**src/inc/alc_pkg.sv**
```systemverilog
/*
  Package for the automatic level control gain block: register map, field
  positions, reset values, level thresholds, gain steps and carrier types.
  Assumes 25-bit signed samples with one bit of headroom above full scale.
*/
`default_nettype none

package alc_pkg;

  // ----------------------------------------------------------------------
  // Register map (word index on the register port)
  // ----------------------------------------------------------------------
  localparam logic [2:0] ADDR_CTRL = 3'h0;
  localparam logic [2:0] ADDR_REC_CEIL = 3'h1;
  localparam logic [2:0] ADDR_PB_CEIL = 3'h2;
  localparam logic [2:0] ADDR_REC_VOL = 3'h3;
  localparam logic [2:0] ADDR_PB_VOL = 3'h4;
  localparam logic [2:0] ADDR_STATUS = 3'h5;

  // ----------------------------------------------------------------------
  // Control and status word fields
  // ----------------------------------------------------------------------
  localparam int CTRL_EN_BIT = 0;
  localparam int CTRL_PATH_BIT = 1;
  localparam int CTRL_LMTH_LSB = 2;
  localparam int CTRL_WTM_LSB = 4;
  localparam int CTRL_RGAIN_LSB = 6;
  localparam int CTRL_RFST_LSB = 9;
  localparam int STAT_FAST_BIT = 8;
  localparam int STAT_STATE_LSB = 9;

  // ----------------------------------------------------------------------
  // Reset values
  // ----------------------------------------------------------------------
  localparam logic [10:0] CTRL_RESET = 11'h000;
  localparam logic [7:0] CEIL_RESET = 8'hE1;
  localparam logic [7:0] REC_VOL_RESET = 8'hE1;
  localparam logic [7:0] PB_VOL_RESET = 8'h91;

  // ----------------------------------------------------------------------
  // Sample magnitudes, full scale is 2^23
  // ----------------------------------------------------------------------
  localparam logic [24:0] LVL_P0_53 = 25'h0880D15;
  localparam logic [24:0] LVL_M1_16 = 25'h0700078;
  localparam logic [24:0] LVL_M2_5 = 25'h05FFC89;
  localparam logic [24:0] LVL_M4_1 = 25'h04FD58A;
  localparam logic [24:0] LVL_M6_0 = 25'h04026A6;
  localparam logic [24:0] LVL_M8_5 = 25'h030B48C;
  localparam logic [24:0] LVL_M12 = 25'h02026F4;

  // ----------------------------------------------------------------------
  // Gain in fine units of 0.375/16384 dB; integer part is the volume code
  // ----------------------------------------------------------------------
  localparam int FRAC_W = 14;
  localparam logic [21:0] ATT_BIG = 22'd16666;
  localparam logic [21:0] ATT_MID = 22'd2977;
  localparam logic [21:0] ATT_SMALL = 22'd1113;
  localparam logic [21:0] SOFT_STEP = 22'd4096;
  localparam int LIMIT_SAMPLES = 16;
  localparam int WAIT_BASE = 128;

  typedef enum {ST_OFF, ST_LIMIT, ST_WAIT, ST_RECOVER} alc_state_t;

  typedef struct packed {
    logic wr;
    logic rd;
    logic [2:0] addr;
    logic [15:0] wdata;
  } alc_busreq_t;

  typedef struct packed {
    logic valid;
    logic signed [24:0] left;
    logic signed [24:0] right;
  } alc_sample_t;

  typedef struct packed {
    logic [7:0] code;
    logic [FRAC_W-1:0] frac;
  } alc_gain_t;

endpackage

`default_nettype wire

```
**src/design/alc_gain.sv**
```systemverilog
/*
  Automatic level control gain engine for one stereo path: limiter,
  recovery wait, normal and fast recovery, soft release to manual volume,
  register port and coarse gain readback.
  Assumes the downstream stage presents each output sample with a one-cycle
  valid at fs, on the same clock, and applies the common gain it is given.
*/
// The strobed register port and the placing of the registers were decided locally.
// Contract
// Level control acts only while the enable bit is set.
// Path bit picks record or playback volumes and ceiling.
// Output over detection level triggers shared attenuation of the volume.
// A limiter event attenuates once per sample for sixteen samples.
// Step is 0.38142, 0.06812 or 0.02548 dB by sample level.
// After a sequence, a new excursion starts another sequence.
// Threshold select sets detection and recovery reset levels.
// Recovery wait is 128, 256, 512 or 1024 samples.
// Quiet for the whole wait, gain rises every sample.
// Recovery never raises the gain past the ceiling.
// Three-bit select gives the normal recovery step.
// Level between reset and detection restarts the wait timer.
// Wait timer counts while the level is below reset level.
// Two-bit select gives the fast recovery step.
// Record ceiling is 8-bit code in 0.375 dB steps.
// Playback ceiling uses the playback ceiling code likewise.
// Live gain is copied to the readback field.
// Readback reports the gain in coarse bins.
// Software changes settings only with level control disabled.
// After disable, gain glides softly to the manual volume.
// Quick return below reset level selects the fast step.
// Working gain keeps a fine fraction below 0.375 dB.
`timescale 1ns/1ps
`default_nettype none

module alc_gain (
  input wire logic clock,
  input wire logic reset_n,
  input wire alc_pkg::alc_busreq_t busReq,
  output logic [15:0] rdData,
  input wire alc_pkg::alc_sample_t sampleIn,
  output alc_pkg::alc_gain_t gainOut,
  output logic limitActive
);

  // ------------------------------------------------------------------
  // Functions
  // ------------------------------------------------------------------
  function automatic logic [24:0] absMag(input logic signed [24:0] s);
    absMag = s[24] ? 25'(-s) : 25'(s);
  endfunction

  function automatic logic [7:0] binCode(input logic [7:0] c);
    if (c == 8'h00) binCode = 8'h00;
    else if (c >= 8'hED) binCode = 8'hED;
    else if (c >= 8'h21) binCode = ((c - 8'h01) & 8'hFC) + 8'h01;
    else if (c >= 8'h19) binCode = 8'h19;
    else if (c >= 8'h11) binCode = 8'h11;
    else binCode = 8'h01;
  endfunction

  // ------------------------------------------------------------------
  // Registers
  // ------------------------------------------------------------------
  logic [10:0] ctrl_q;
  logic [7:0] recCeil_q;
  logic [7:0] pbCeil_q;
  logic [15:0] recVol_q;
  logic [15:0] pbVol_q;
  logic [15:0] rdData_q;
  logic [7:0] readback_q;

  wire wrCtrl = busReq.wr && busReq.addr == alc_pkg::ADDR_CTRL;
  wire wrRecCeil = busReq.wr && busReq.addr == alc_pkg::ADDR_REC_CEIL;
  wire wrPbCeil = busReq.wr && busReq.addr == alc_pkg::ADDR_PB_CEIL;
  wire wrRecVol = busReq.wr && busReq.addr == alc_pkg::ADDR_REC_VOL;
  wire wrPbVol = busReq.wr && busReq.addr == alc_pkg::ADDR_PB_VOL;

  wire ctrlEn = ctrl_q[alc_pkg::CTRL_EN_BIT];
  wire pathRecord = ctrl_q[alc_pkg::CTRL_PATH_BIT];
  wire [1:0] limitThresholdSel = ctrl_q[alc_pkg::CTRL_LMTH_LSB +: 2];
  wire [1:0] recoveryWaitSel = ctrl_q[alc_pkg::CTRL_WTM_LSB +: 2];
  wire [2:0] recoveryStepSel = ctrl_q[alc_pkg::CTRL_RGAIN_LSB +: 3];
  wire [1:0] fastStepSel = ctrl_q[alc_pkg::CTRL_RFST_LSB +: 2];

  // ------------------------------------------------------------------
  // State
  // ------------------------------------------------------------------
  alc_pkg::alc_state_t state_q, state_d;
  logic [21:0] gain_q, gain_d;
  logic [4:0] limCnt_q, limCnt_d;
  logic [10:0] waitCnt_q, waitCnt_d;
  logic fast_q, fast_d;

  // ------------------------------------------------------------------
  // Path selection and level decode
  // ------------------------------------------------------------------
  wire [7:0] gainCeiling = pathRecord ? recCeil_q : pbCeil_q;
  wire [7:0] manualVol = pathRecord ? recVol_q[7:0] : pbVol_q[7:0];
  wire [21:0] ceilFine = {gainCeiling, {alc_pkg::FRAC_W{1'b0}}};
  wire [21:0] manualFine = {manualVol, {alc_pkg::FRAC_W{1'b0}}};

  wire [24:0] magL = absMag(sampleIn.left);
  wire [24:0] magR = absMag(sampleIn.right);
  wire [24:0] mag = (magL > magR) ? magL : magR;

  logic [24:0] detLevel;
  logic [24:0] rstLevel;
  always_comb begin
    case (limitThresholdSel)
      2'b00: begin
        detLevel = alc_pkg::LVL_M2_5;
        rstLevel = alc_pkg::LVL_M4_1;
      end
      2'b01: begin
        detLevel = alc_pkg::LVL_M4_1;
        rstLevel = alc_pkg::LVL_M6_0;
      end
      2'b10: begin
        detLevel = alc_pkg::LVL_M6_0;
        rstLevel = alc_pkg::LVL_M8_5;
      end
      default: begin
        detLevel = alc_pkg::LVL_M8_5;
        rstLevel = alc_pkg::LVL_M12;
      end
    endcase
  end

  wire overDet = mag > detLevel;
  wire belowRst = mag < rstLevel;

  // Attenuation grows with how far the current sample overshoots
  wire [21:0] attStep = (mag >= alc_pkg::LVL_P0_53) ? alc_pkg::ATT_BIG :
                        (mag > alc_pkg::LVL_M1_16) ? alc_pkg::ATT_MID :
                        alc_pkg::ATT_SMALL;
  wire [21:0] gainAtt = (gain_q > attStep) ? gain_q - attStep : 22'h000000;

  logic [21:0] normStep;
  always_comb begin
    case (recoveryStepSel)
      3'd0: normStep = 22'd183;
      3'd1: normStep = 22'd92;
      3'd2: normStep = 22'd48;
      3'd3: normStep = 22'd22;
      3'd4: normStep = 22'd13;
      3'd5: normStep = 22'd4;
      3'd6: normStep = 22'd3;
      default: normStep = 22'd1;
    endcase
  end

  logic [21:0] fastStep;
  always_comb begin
    case (fastStepSel)
      2'd0: fastStep = 22'd140;
      2'd1: fastStep = 22'd183;
      2'd2: fastStep = 22'd280;
      default: fastStep = 22'd555;
    endcase
  end

  wire [21:0] recStep = fast_q ? fastStep : normStep;
  wire [22:0] gainSum = {1'b0, gain_q} + {1'b0, recStep};
  // Gain above the ceiling is held, never pulled down by recovery
  wire [21:0] gainRec = (gain_q >= ceilFine) ? gain_q :
                        (gainSum > {1'b0, ceilFine}) ? ceilFine : gainSum[21:0];

  wire [10:0] waitLast = 11'((alc_pkg::WAIT_BASE << recoveryWaitSel) - 1);

  wire [21:0] softUp = (manualFine - gain_q > alc_pkg::SOFT_STEP) ?
                       gain_q + alc_pkg::SOFT_STEP : manualFine;
  wire [21:0] softDn = (gain_q - manualFine > alc_pkg::SOFT_STEP) ?
                       gain_q - alc_pkg::SOFT_STEP : manualFine;
  wire [21:0] gainSoft = (gain_q < manualFine) ? softUp : softDn;

  // ------------------------------------------------------------------
  // Per-sample sequencing
  // ------------------------------------------------------------------
  always_comb begin
    state_d = state_q;
    gain_d = gain_q;
    limCnt_d = limCnt_q;
    waitCnt_d = waitCnt_q;
    fast_d = fast_q;
    if (sampleIn.valid) begin
      if (!ctrlEn) begin
        state_d = alc_pkg::ST_OFF;
        gain_d = gainSoft;
        fast_d = 1'b0;
      end else begin
        case (state_q)
          alc_pkg::ST_OFF: begin
            state_d = alc_pkg::ST_WAIT;
            waitCnt_d = 11'h000;
          end
          alc_pkg::ST_LIMIT: begin
            gain_d = gainAtt;
            if (belowRst) fast_d = 1'b1;
            if (limCnt_q == 5'(alc_pkg::LIMIT_SAMPLES - 1)) begin
              state_d = alc_pkg::ST_WAIT;
              waitCnt_d = 11'h000;
            end else begin
              limCnt_d = limCnt_q + 5'h01;
            end
          end
          alc_pkg::ST_WAIT: begin
            if (overDet) begin
              state_d = alc_pkg::ST_LIMIT;
              gain_d = gainAtt;
              limCnt_d = 5'h01;
              fast_d = 1'b0;
            end else if (!belowRst) begin
              waitCnt_d = 11'h000;
            end else if (waitCnt_q == waitLast) begin
              state_d = alc_pkg::ST_RECOVER;
            end else begin
              waitCnt_d = waitCnt_q + 11'h001;
            end
          end
          alc_pkg::ST_RECOVER: begin
            if (overDet) begin
              state_d = alc_pkg::ST_LIMIT;
              gain_d = gainAtt;
              limCnt_d = 5'h01;
              fast_d = 1'b0;
            end else if (!belowRst) begin
              state_d = alc_pkg::ST_WAIT;
              waitCnt_d = 11'h000;
            end else begin
              gain_d = gainRec;
            end
          end
          default: state_d = alc_pkg::ST_OFF;
        endcase
      end
    end
  end

  always_ff @(posedge clock) begin
    if (!reset_n) begin
      state_q <= alc_pkg::ST_OFF;
      gain_q <= {alc_pkg::PB_VOL_RESET, {alc_pkg::FRAC_W{1'b0}}};
      limCnt_q <= 5'h00;
      waitCnt_q <= 11'h000;
      fast_q <= 1'b0;
    end else begin
      state_q <= state_d;
      gain_q <= gain_d;
      limCnt_q <= limCnt_d;
      waitCnt_q <= waitCnt_d;
      fast_q <= fast_d;
    end
  end

  // ------------------------------------------------------------------
  // Register port
  // ------------------------------------------------------------------
  always_ff @(posedge clock) begin
    if (!reset_n) begin
      ctrl_q <= alc_pkg::CTRL_RESET;
      recCeil_q <= alc_pkg::CEIL_RESET;
      pbCeil_q <= alc_pkg::CEIL_RESET;
      recVol_q <= {alc_pkg::REC_VOL_RESET, alc_pkg::REC_VOL_RESET};
      pbVol_q <= {alc_pkg::PB_VOL_RESET, alc_pkg::PB_VOL_RESET};
    end else begin
      if (wrCtrl) ctrl_q <= busReq.wdata[10:0];
      if (wrRecCeil) recCeil_q <= busReq.wdata[7:0];
      if (wrPbCeil) pbCeil_q <= busReq.wdata[7:0];
      if (wrRecVol) recVol_q <= busReq.wdata;
      if (wrPbVol) pbVol_q <= busReq.wdata;
    end
  end

  logic [15:0] rdMux;
  always_comb begin
    case (busReq.addr)
      alc_pkg::ADDR_CTRL: rdMux = {5'h00, ctrl_q};
      alc_pkg::ADDR_REC_CEIL: rdMux = {8'h00, recCeil_q};
      alc_pkg::ADDR_PB_CEIL: rdMux = {8'h00, pbCeil_q};
      alc_pkg::ADDR_REC_VOL: rdMux = recVol_q;
      alc_pkg::ADDR_PB_VOL: rdMux = pbVol_q;
      alc_pkg::ADDR_STATUS: rdMux = {5'h00, 2'(state_q), fast_q, readback_q};
      default: rdMux = 16'h0000;
    endcase
  end

  // Readback tracks the live gain every cycle, coarse binned
  always_ff @(posedge clock) begin
    if (!reset_n) begin
      rdData_q <= 16'h0000;
      readback_q <= 8'h00;
    end else begin
      rdData_q <= busReq.rd ? rdMux : 16'h0000;
      readback_q <= binCode(gain_q[21 -: 8]);
    end
  end

  assign rdData = rdData_q;
  assign gainOut = gain_q;
  assign limitActive = state_q == alc_pkg::ST_LIMIT;

  // ------------------------------------------------------------------
  // Assertions
  // ------------------------------------------------------------------
  wire smp = sampleIn.valid;
endmodule // alc_gain

`default_nettype wire

```
**config.mk**
```make
export PLATFORM = sky130hd
export DESIGN_NAME = alc_gain
export DESIGN_NICKNAME = d
export VERILOG_FILES = /design/src/inc/alc_pkg.sv /design/src/design/alc_gain.sv
export SDC_FILE = /design/constraint.sdc
export NUM_CORES = 1
export LEC_CHECK = 0
export BUFFER_PORTS_ARGS = -buffer_cell sky130_fd_sc_hd__buf_2
export CORE_MARGIN = 3
export CORE_UTILIZATION = 30
export DETAILED_ROUTE_END_ITERATION = 7
export PLACE_DENSITY = 0.49
export SYNTH_ARGS = -nofsm -noshare
export SYNTH_HDL_FRONTEND = slang
export SYNTH_SLANG_ARGS = --single-unit
```
**constraint.sdc**
```tcl
create_clock -name clock -period 9.2 [get_ports clock]
set_input_delay 1.84 -clock clock [delete_from_list [all_inputs] [get_ports clock]]
set_output_delay 1.84 -clock clock [all_outputs]
set_load 0.01 [all_outputs]
```
# Word level (Yosys, flattened, before mapping)
# Cells that the tools add are included.
# op_classes
add_sub_neg	13
magnitude_cmp	15
n_eq_ne	39
n_shift	1
muxes	50
bitwise_logic	1
reduce_logical	22
# ops
operator	n
2-to-1 mux 22 bit	11
2-to-1 mux 32 bit	7
case mux 23 bit (3 select lines)	2
case mux 32 bit (4 select lines)	1
equality test 32 x 2 -> 1 bit, second input constant	3
case mux 16 bit (6 select lines)	1
2-to-1 mux 25 bit	3
2-to-1 mux 11 bit	6
case mux 22 bit (3 select lines)	1
case mux 8 bit (7 select lines)	1
greater-than comparator 25 bit	2
negator 25 bit	2
greater-than comparator 22 x 13 -> 1 bit, second input constant	2
case mux 11 bit (4 select lines)	1
subtractor 22 bit	2
equality test 32 x 1 -> 1 bit, second input constant	1
logical NOT 32 bit	1
2-to-1 mux 8 bit	4
case mux 10 bit (3 select lines)	1
greater-or-equal comparator 25 x 24 -> 1 bit, second input constant	1
greater-than comparator 25 x 23 -> 1 bit, second input constant	1
< comparator 25 bit	1
adder 22 x 22 -> 23 bit	1
greater-than comparator 23 x 22 -> 1 bit	1
47 further kinds	84
# word_totals
regBits	154
input_bits	74
out_inout_bits	39

# Longest topological paths before layout
# depth
word_depth	12
mapped_depth	34

# Least setup slack after synthesis
# Ideal clock, no wire load.
# synth_path
path_type	input to register
start	in sampleIn[29] (netlist name)
end	reg gain_q[4] (netlist: gainOut[4])
arrival_ns	9.117
path_slack_ns	-0.037
stages	32
n_path_buf	4
path_cell_list	or4_1 > buf_2 > or2_1 > nand2b_1 > o41ai_1 > xor2_1 > inv_1 > ha_1 > nand4_1 > nor4_1 > nand3_1 > nand2_1 > clkbuf_1 > clkbuf_1 > mux2i_1 > nor3_1 > nand3_1 > o211ai_1 > a32oi_1 > nand2_1 > ha_1 > a21oi_1 > o21ai_0 > a221oi_1 > o21ai_0 > o21ai_0 > o211ai_1 > inv_1 > clkbuf_1 > a211oi_1 > a31oi_1 > o22ai_2
# synth_via
elab_chain_len	12
word_cells_on_any_way	21
classes_between	2 x add/sub; 6 x order compare; 3 x eq/ne; 9 x mux; 1 x reduce/logical
# synth_lines
element	line	text
from (decl)	alc_gain.sv:40	input wire alc_pkg::alc_sample_t sampleIn,
negator 25 bit	alc_gain.sv:49	absMag = s[24] ? 25'(-s) : 25'(s);
2-to-1 mux 25 bit *	alc_gain.sv:49	
greater-than comparator 25 bit	alc_gain.sv:104	wire [24:0] mag = (magL > magR) ? magL : magR;
2-to-1 mux 25 bit *	alc_gain.sv:104	
greater-than comparator 25 x 23 -> 1 bit	alc_gain.sv:134	(mag > alc_pkg::LVL_M1_16) ? alc_pkg::ATT_MID :
2-to-1 mux 12 bit	alc_gain.sv:134	
2-to-1 mux 15 bit	alc_gain.sv:133	wire [21:0] attStep = (mag >= alc_pkg::LVL_P0_53) ? alc_pkg::ATT_BIG :
subtractor 22 x 15 -> 22 bit / greater-than comparator 22 x 15 -> 1 bit (equally long branches)	alc_gain.sv:136	wire [21:0] gainAtt = (gain_q > attStep) ? gain_q - attStep : 22'h000000;
2-to-1 mux 22 bit	alc_gain.sv:136	
2-to-1 mux 22 bit, on equally long branches	alc_gain.sv:221, alc_gain.sv:207	
case mux 22 bit (3 select lines)	alc_gain.sv:191	case (state_q)
2-to-1 mux 22 bit	alc_gain.sv:186	if (!ctrlEn) begin
to (signal assigned)	alc_gain.sv:242	gain_q <= {alc_pkg::PB_VOL_RESET, {alc_pkg::FRAC_W{1'b0}}};
to (signal assigned)	alc_gain.sv:248	gain_q <= gain_d;
to (decl)	alc_gain.sv:89	logic [21:0] gain_q, gain_d;
# Every way passes the cells marked *; elsewhere a longest branch is shown, timed or not. The select of a mux whose other input is x is not followed.
# A chain may end at the register's enable or synchronous reset.

# Worst setup path after layout
# layout_path
start	in sampleIn[25] (netlist name)
end	reg gain_q[17] (netlist: gainOut[17])
# The elaborated chain is that of the path after synthesis.

==> impl_metrics.tcl <==
set metrics [dict create \
    antenna_found_initial 1 \
    dieArea_sq_um 45350 \
    arrival_ns 9.17 \
    synth_area_sq_um 12850 \
    core_area_sq_um 42130 \
    ctsHoldBuffers 0 \
    period_share 0.9604 \
    drt_iter0_drc 1115 \
    synth_edf_count 0 \
    grt_pass1_vias 13399 \
    clk_path_buf_depth 2 \
    cts_setup_buffers 0 \
    endpoint_kind "register" \
    hp-class "reg2reg" \
    critPathTopFamily "compound AO/OA/AOI/OAI gates" \
    chipWidth_microns 213.0 \
    min_period_ns 8.836 \
    drt_first_pass_iters 7 \
    nets 2102 \
    hold_viol_final 0 \
    grt_util_all_layers 0.2107 \
    die_h_microns 213.0 \
    place_hpwl_microns 38060 \
    synth_nets 1954 \
    route.detailed.drc 0 \
    clk_latency_ns 0.43 \
    path_buf_inv 6 \
    htree_levels 4 \
    syn_area_per_cell_sq_um 7.384 \
    ys_async_sr_fraction 0 \
    antenna_left 0 \
    p_sw_frac 0.4019 \
    worstSetupPathType "in2reg" \
    seqPwrFrac 0.247 \
    cts_tree "yes" \
    yosysSeqAreaShare 0.1916 \
    final_common_cell "nand2_1" \
    layout_common_cells "231 x nand2_1, 141 x a21oi_1, 137 x ha_1" \
    num_rows 75 \
    timing.fmax_mhz 113.2 \
    routedWlPerCell_microns 20.09 \
    maxSlewHeadroom 0.3966 \
    grt_start_max_net_pins 55 \
    io_buffers 112 \
    place_area_sq_um 14510 \
    critPathSlowestCell "or4_1" \
    leakage_nw 6.227 \
    worstMarginPinSlew_ns 0.8824 \
    synth_cell_types 89 \
    cts_buffers 17 \
    finalSetupViolations 0 \
    clkPwrFrac 0.305 \
    ys.flop_type "dfxtp_1" \
    clock-sinks 123 \
    netlist_instances 1740 \
    ys_ff_latch 123 \
    viasPerCell 5.703 \
    io_pins 113 \
    combPwrFrac 0.448 \
    p_sw_w 0.0009573 \
    drive_above_1_share 0.1641 \
    status "finished clean" \
    wl_microns 49020 \
    p_per_area_nw_per_um2 156.3 \
    cp_common_cell "inv_1" \
    irDropWorstVdd_mv 0.09782 \
    grt_pass1_wl_microns 76100 \
    intPower_w 0.001425 \
    areaGrowthSynthToFinish_pct 18.58 \
    initial_core_util 0.3049 \
    final_cells 2440 \
    via_count 13915 \
    clock-skew-final_ns 0.01038 \
    root_buffer "clkbuf_16" \
    antenna_cells 0 \
    setup_ws_ns 0.3639 \
    cap_violations 0 \
    slowest_delay_ns 0.53 \
    fin_util 0.3616 \
    cp.required_ns 9.53 \
    pre_cts_ws_ns -0.4388 \
    worst-path-max-fanout 10 \
    place_congestion 0.9409 \
    dp.cells 2408 \
    start_kind "input pin" \
    stdcell_area_sq_um 15240 \
    grt-ovfl-total 0 \
    yosysWarnings 0 \
    slew_violations 0 \
    clk_pin_slew_ns 0.07 \
]
==> per-stage QoR <==
step	total power (W)	setup TNS [ns]	hold WS (ns)
after global placement	0.001629	-4.613	0.4432
after detailed placement	0.001637	-6.169	0.4496
after floorplan	0.001269	0	0.4357
final	0.002382	0	0.4562
after global routing	0.002526	-0.09930	0.4794
after CTS	0.002368	0	0.4586
==> power by group through the flow <==
stage | logic [W] | clock network, W | registers, W
global placement | 0.00103 | 0 | 0.000599
finish | 0.00107 | 0.000727 | 0.000587
CTS | 0.00104 | 0.000736 | 0.000587
global route | 0.00118 | 0.000757 | 0.000590
floorplan | 0.000688 | 0 | 0.000581
detailed placement | 0.00104 | 0 | 0.000599
==> layout make-up <==
type | count | area (sq um)
Tap cell | 539 | 674.4
Multi-Input combinational cell | 1443 | 9817
Fill cell | 4445 | 26900
Clock buffer | 18 | 429.2
Inverter | 87 | 326.6
Clock inverter | 14 | 185.2
Sequential cell | 123 | 2462
Timing Repair Buffer | 216 | 1341
==> state kept, by name (all words and copies together) (netlist names) <==
| name | flops |
|---|---|
| pbCeil_q | 8 |
| readback_q | 7 |
| waitCnt_q | 11 |
| gainOut | 22 |
| limCnt_q | 5 |
| state_q | 2 |
| rdData | 16 |
| recVol_q | 16 |
| pbVol_q | 16 |
| fast_q | 1 |
| recCeil_q | 8 |
| ctrl_q | 11 |
==> cell families (layout without fill, tap and decap cells) <==
kind of cell / Yosys count / count (layout) / share of synthesized area
simple gates: 671 / 671 / 0.2549
buf+inv: 174 / 335 / 0.05288
compound gates: 499 / 499 / 0.2635
xor+xnor: 86 / 86 / 0.05921
flops: 123 / 123 / 0.1916
mux: 47 / 47 / 0.03973
fa+ha+maj: 140 / 140 / 0.1381
==> layer usage <==
metal  vias up  part of all wire  GRT usage
li1       6757                 -          -
met1      6699              0.45     0.2809
met2       393              0.49     0.3665
met3        64             0.039    0.01719
met4         2             0.020    0.05666
met5         -           0.00027          0
==> worst register-to-register path, delay by kind of cell, from the launching register on <==
family | cells | cell delay [ns]
buf+inv | 2 | 0.19
simple gates | 8 | 2.33
fa+ha+maj | 4 | 1.28
mux | 1 | 0.18
xor+xnor | 1 | 0.21
compound gates | 8 | 2.13
flops | 1 | 0.44
==> final timing paths <==
kind	cells after the start	end	start	slack [ns]
max reg2reg	24	gainOut[17]	ctrl_q[10]	2.29
min reg2reg	2	recVol_q[12]	recVol_q[12]	0.46
max	33	gainOut[17]	sampleIn[25]	0.36
min	2	recVol_q[12]	recVol_q[12]	0.46
==> Yosys cell counts, types with 13 or more instances <==
cell type  instances  area (sq um)
a221oi_1          18         157.7
clkbuf_1          68         255.2
xor2_1            33         289.0
and3_1            16         100.1
inv_1             82         307.8
and2_1            13         81.33
a22oi_1           15         112.6
nand2_1          231         867.1
o41ai_1           19         166.4
nand4_1           25         156.4
a21o_1            16         120.1
nor4_1            20         125.1
a31oi_1           26         162.7
or4_1             25         187.7
nor2_1           131         491.7
xnor2_1           52         455.4
nor3_1            44         220.2
dfxtp_1          123          2462
a21oi_1          142         710.7
nor2b_1           20         125.1
ha_1             137          1714
nand2b_1          23         143.9
a211oi_1          28         210.2
mux2i_1           33         330.3
nand3_1           73         365.4
o31ai_1           30         225.2
o21ai_0           76         380.4
==> timing repair <==
action	4_1_cts	5_1_grt
gates cloned	0	0
endpoints found under the hold margin	0	0
resized for setup	1	25
pin swaps	0	6
endpoints found under the setup margin	2	22
(Power assumes the default switching activity.)
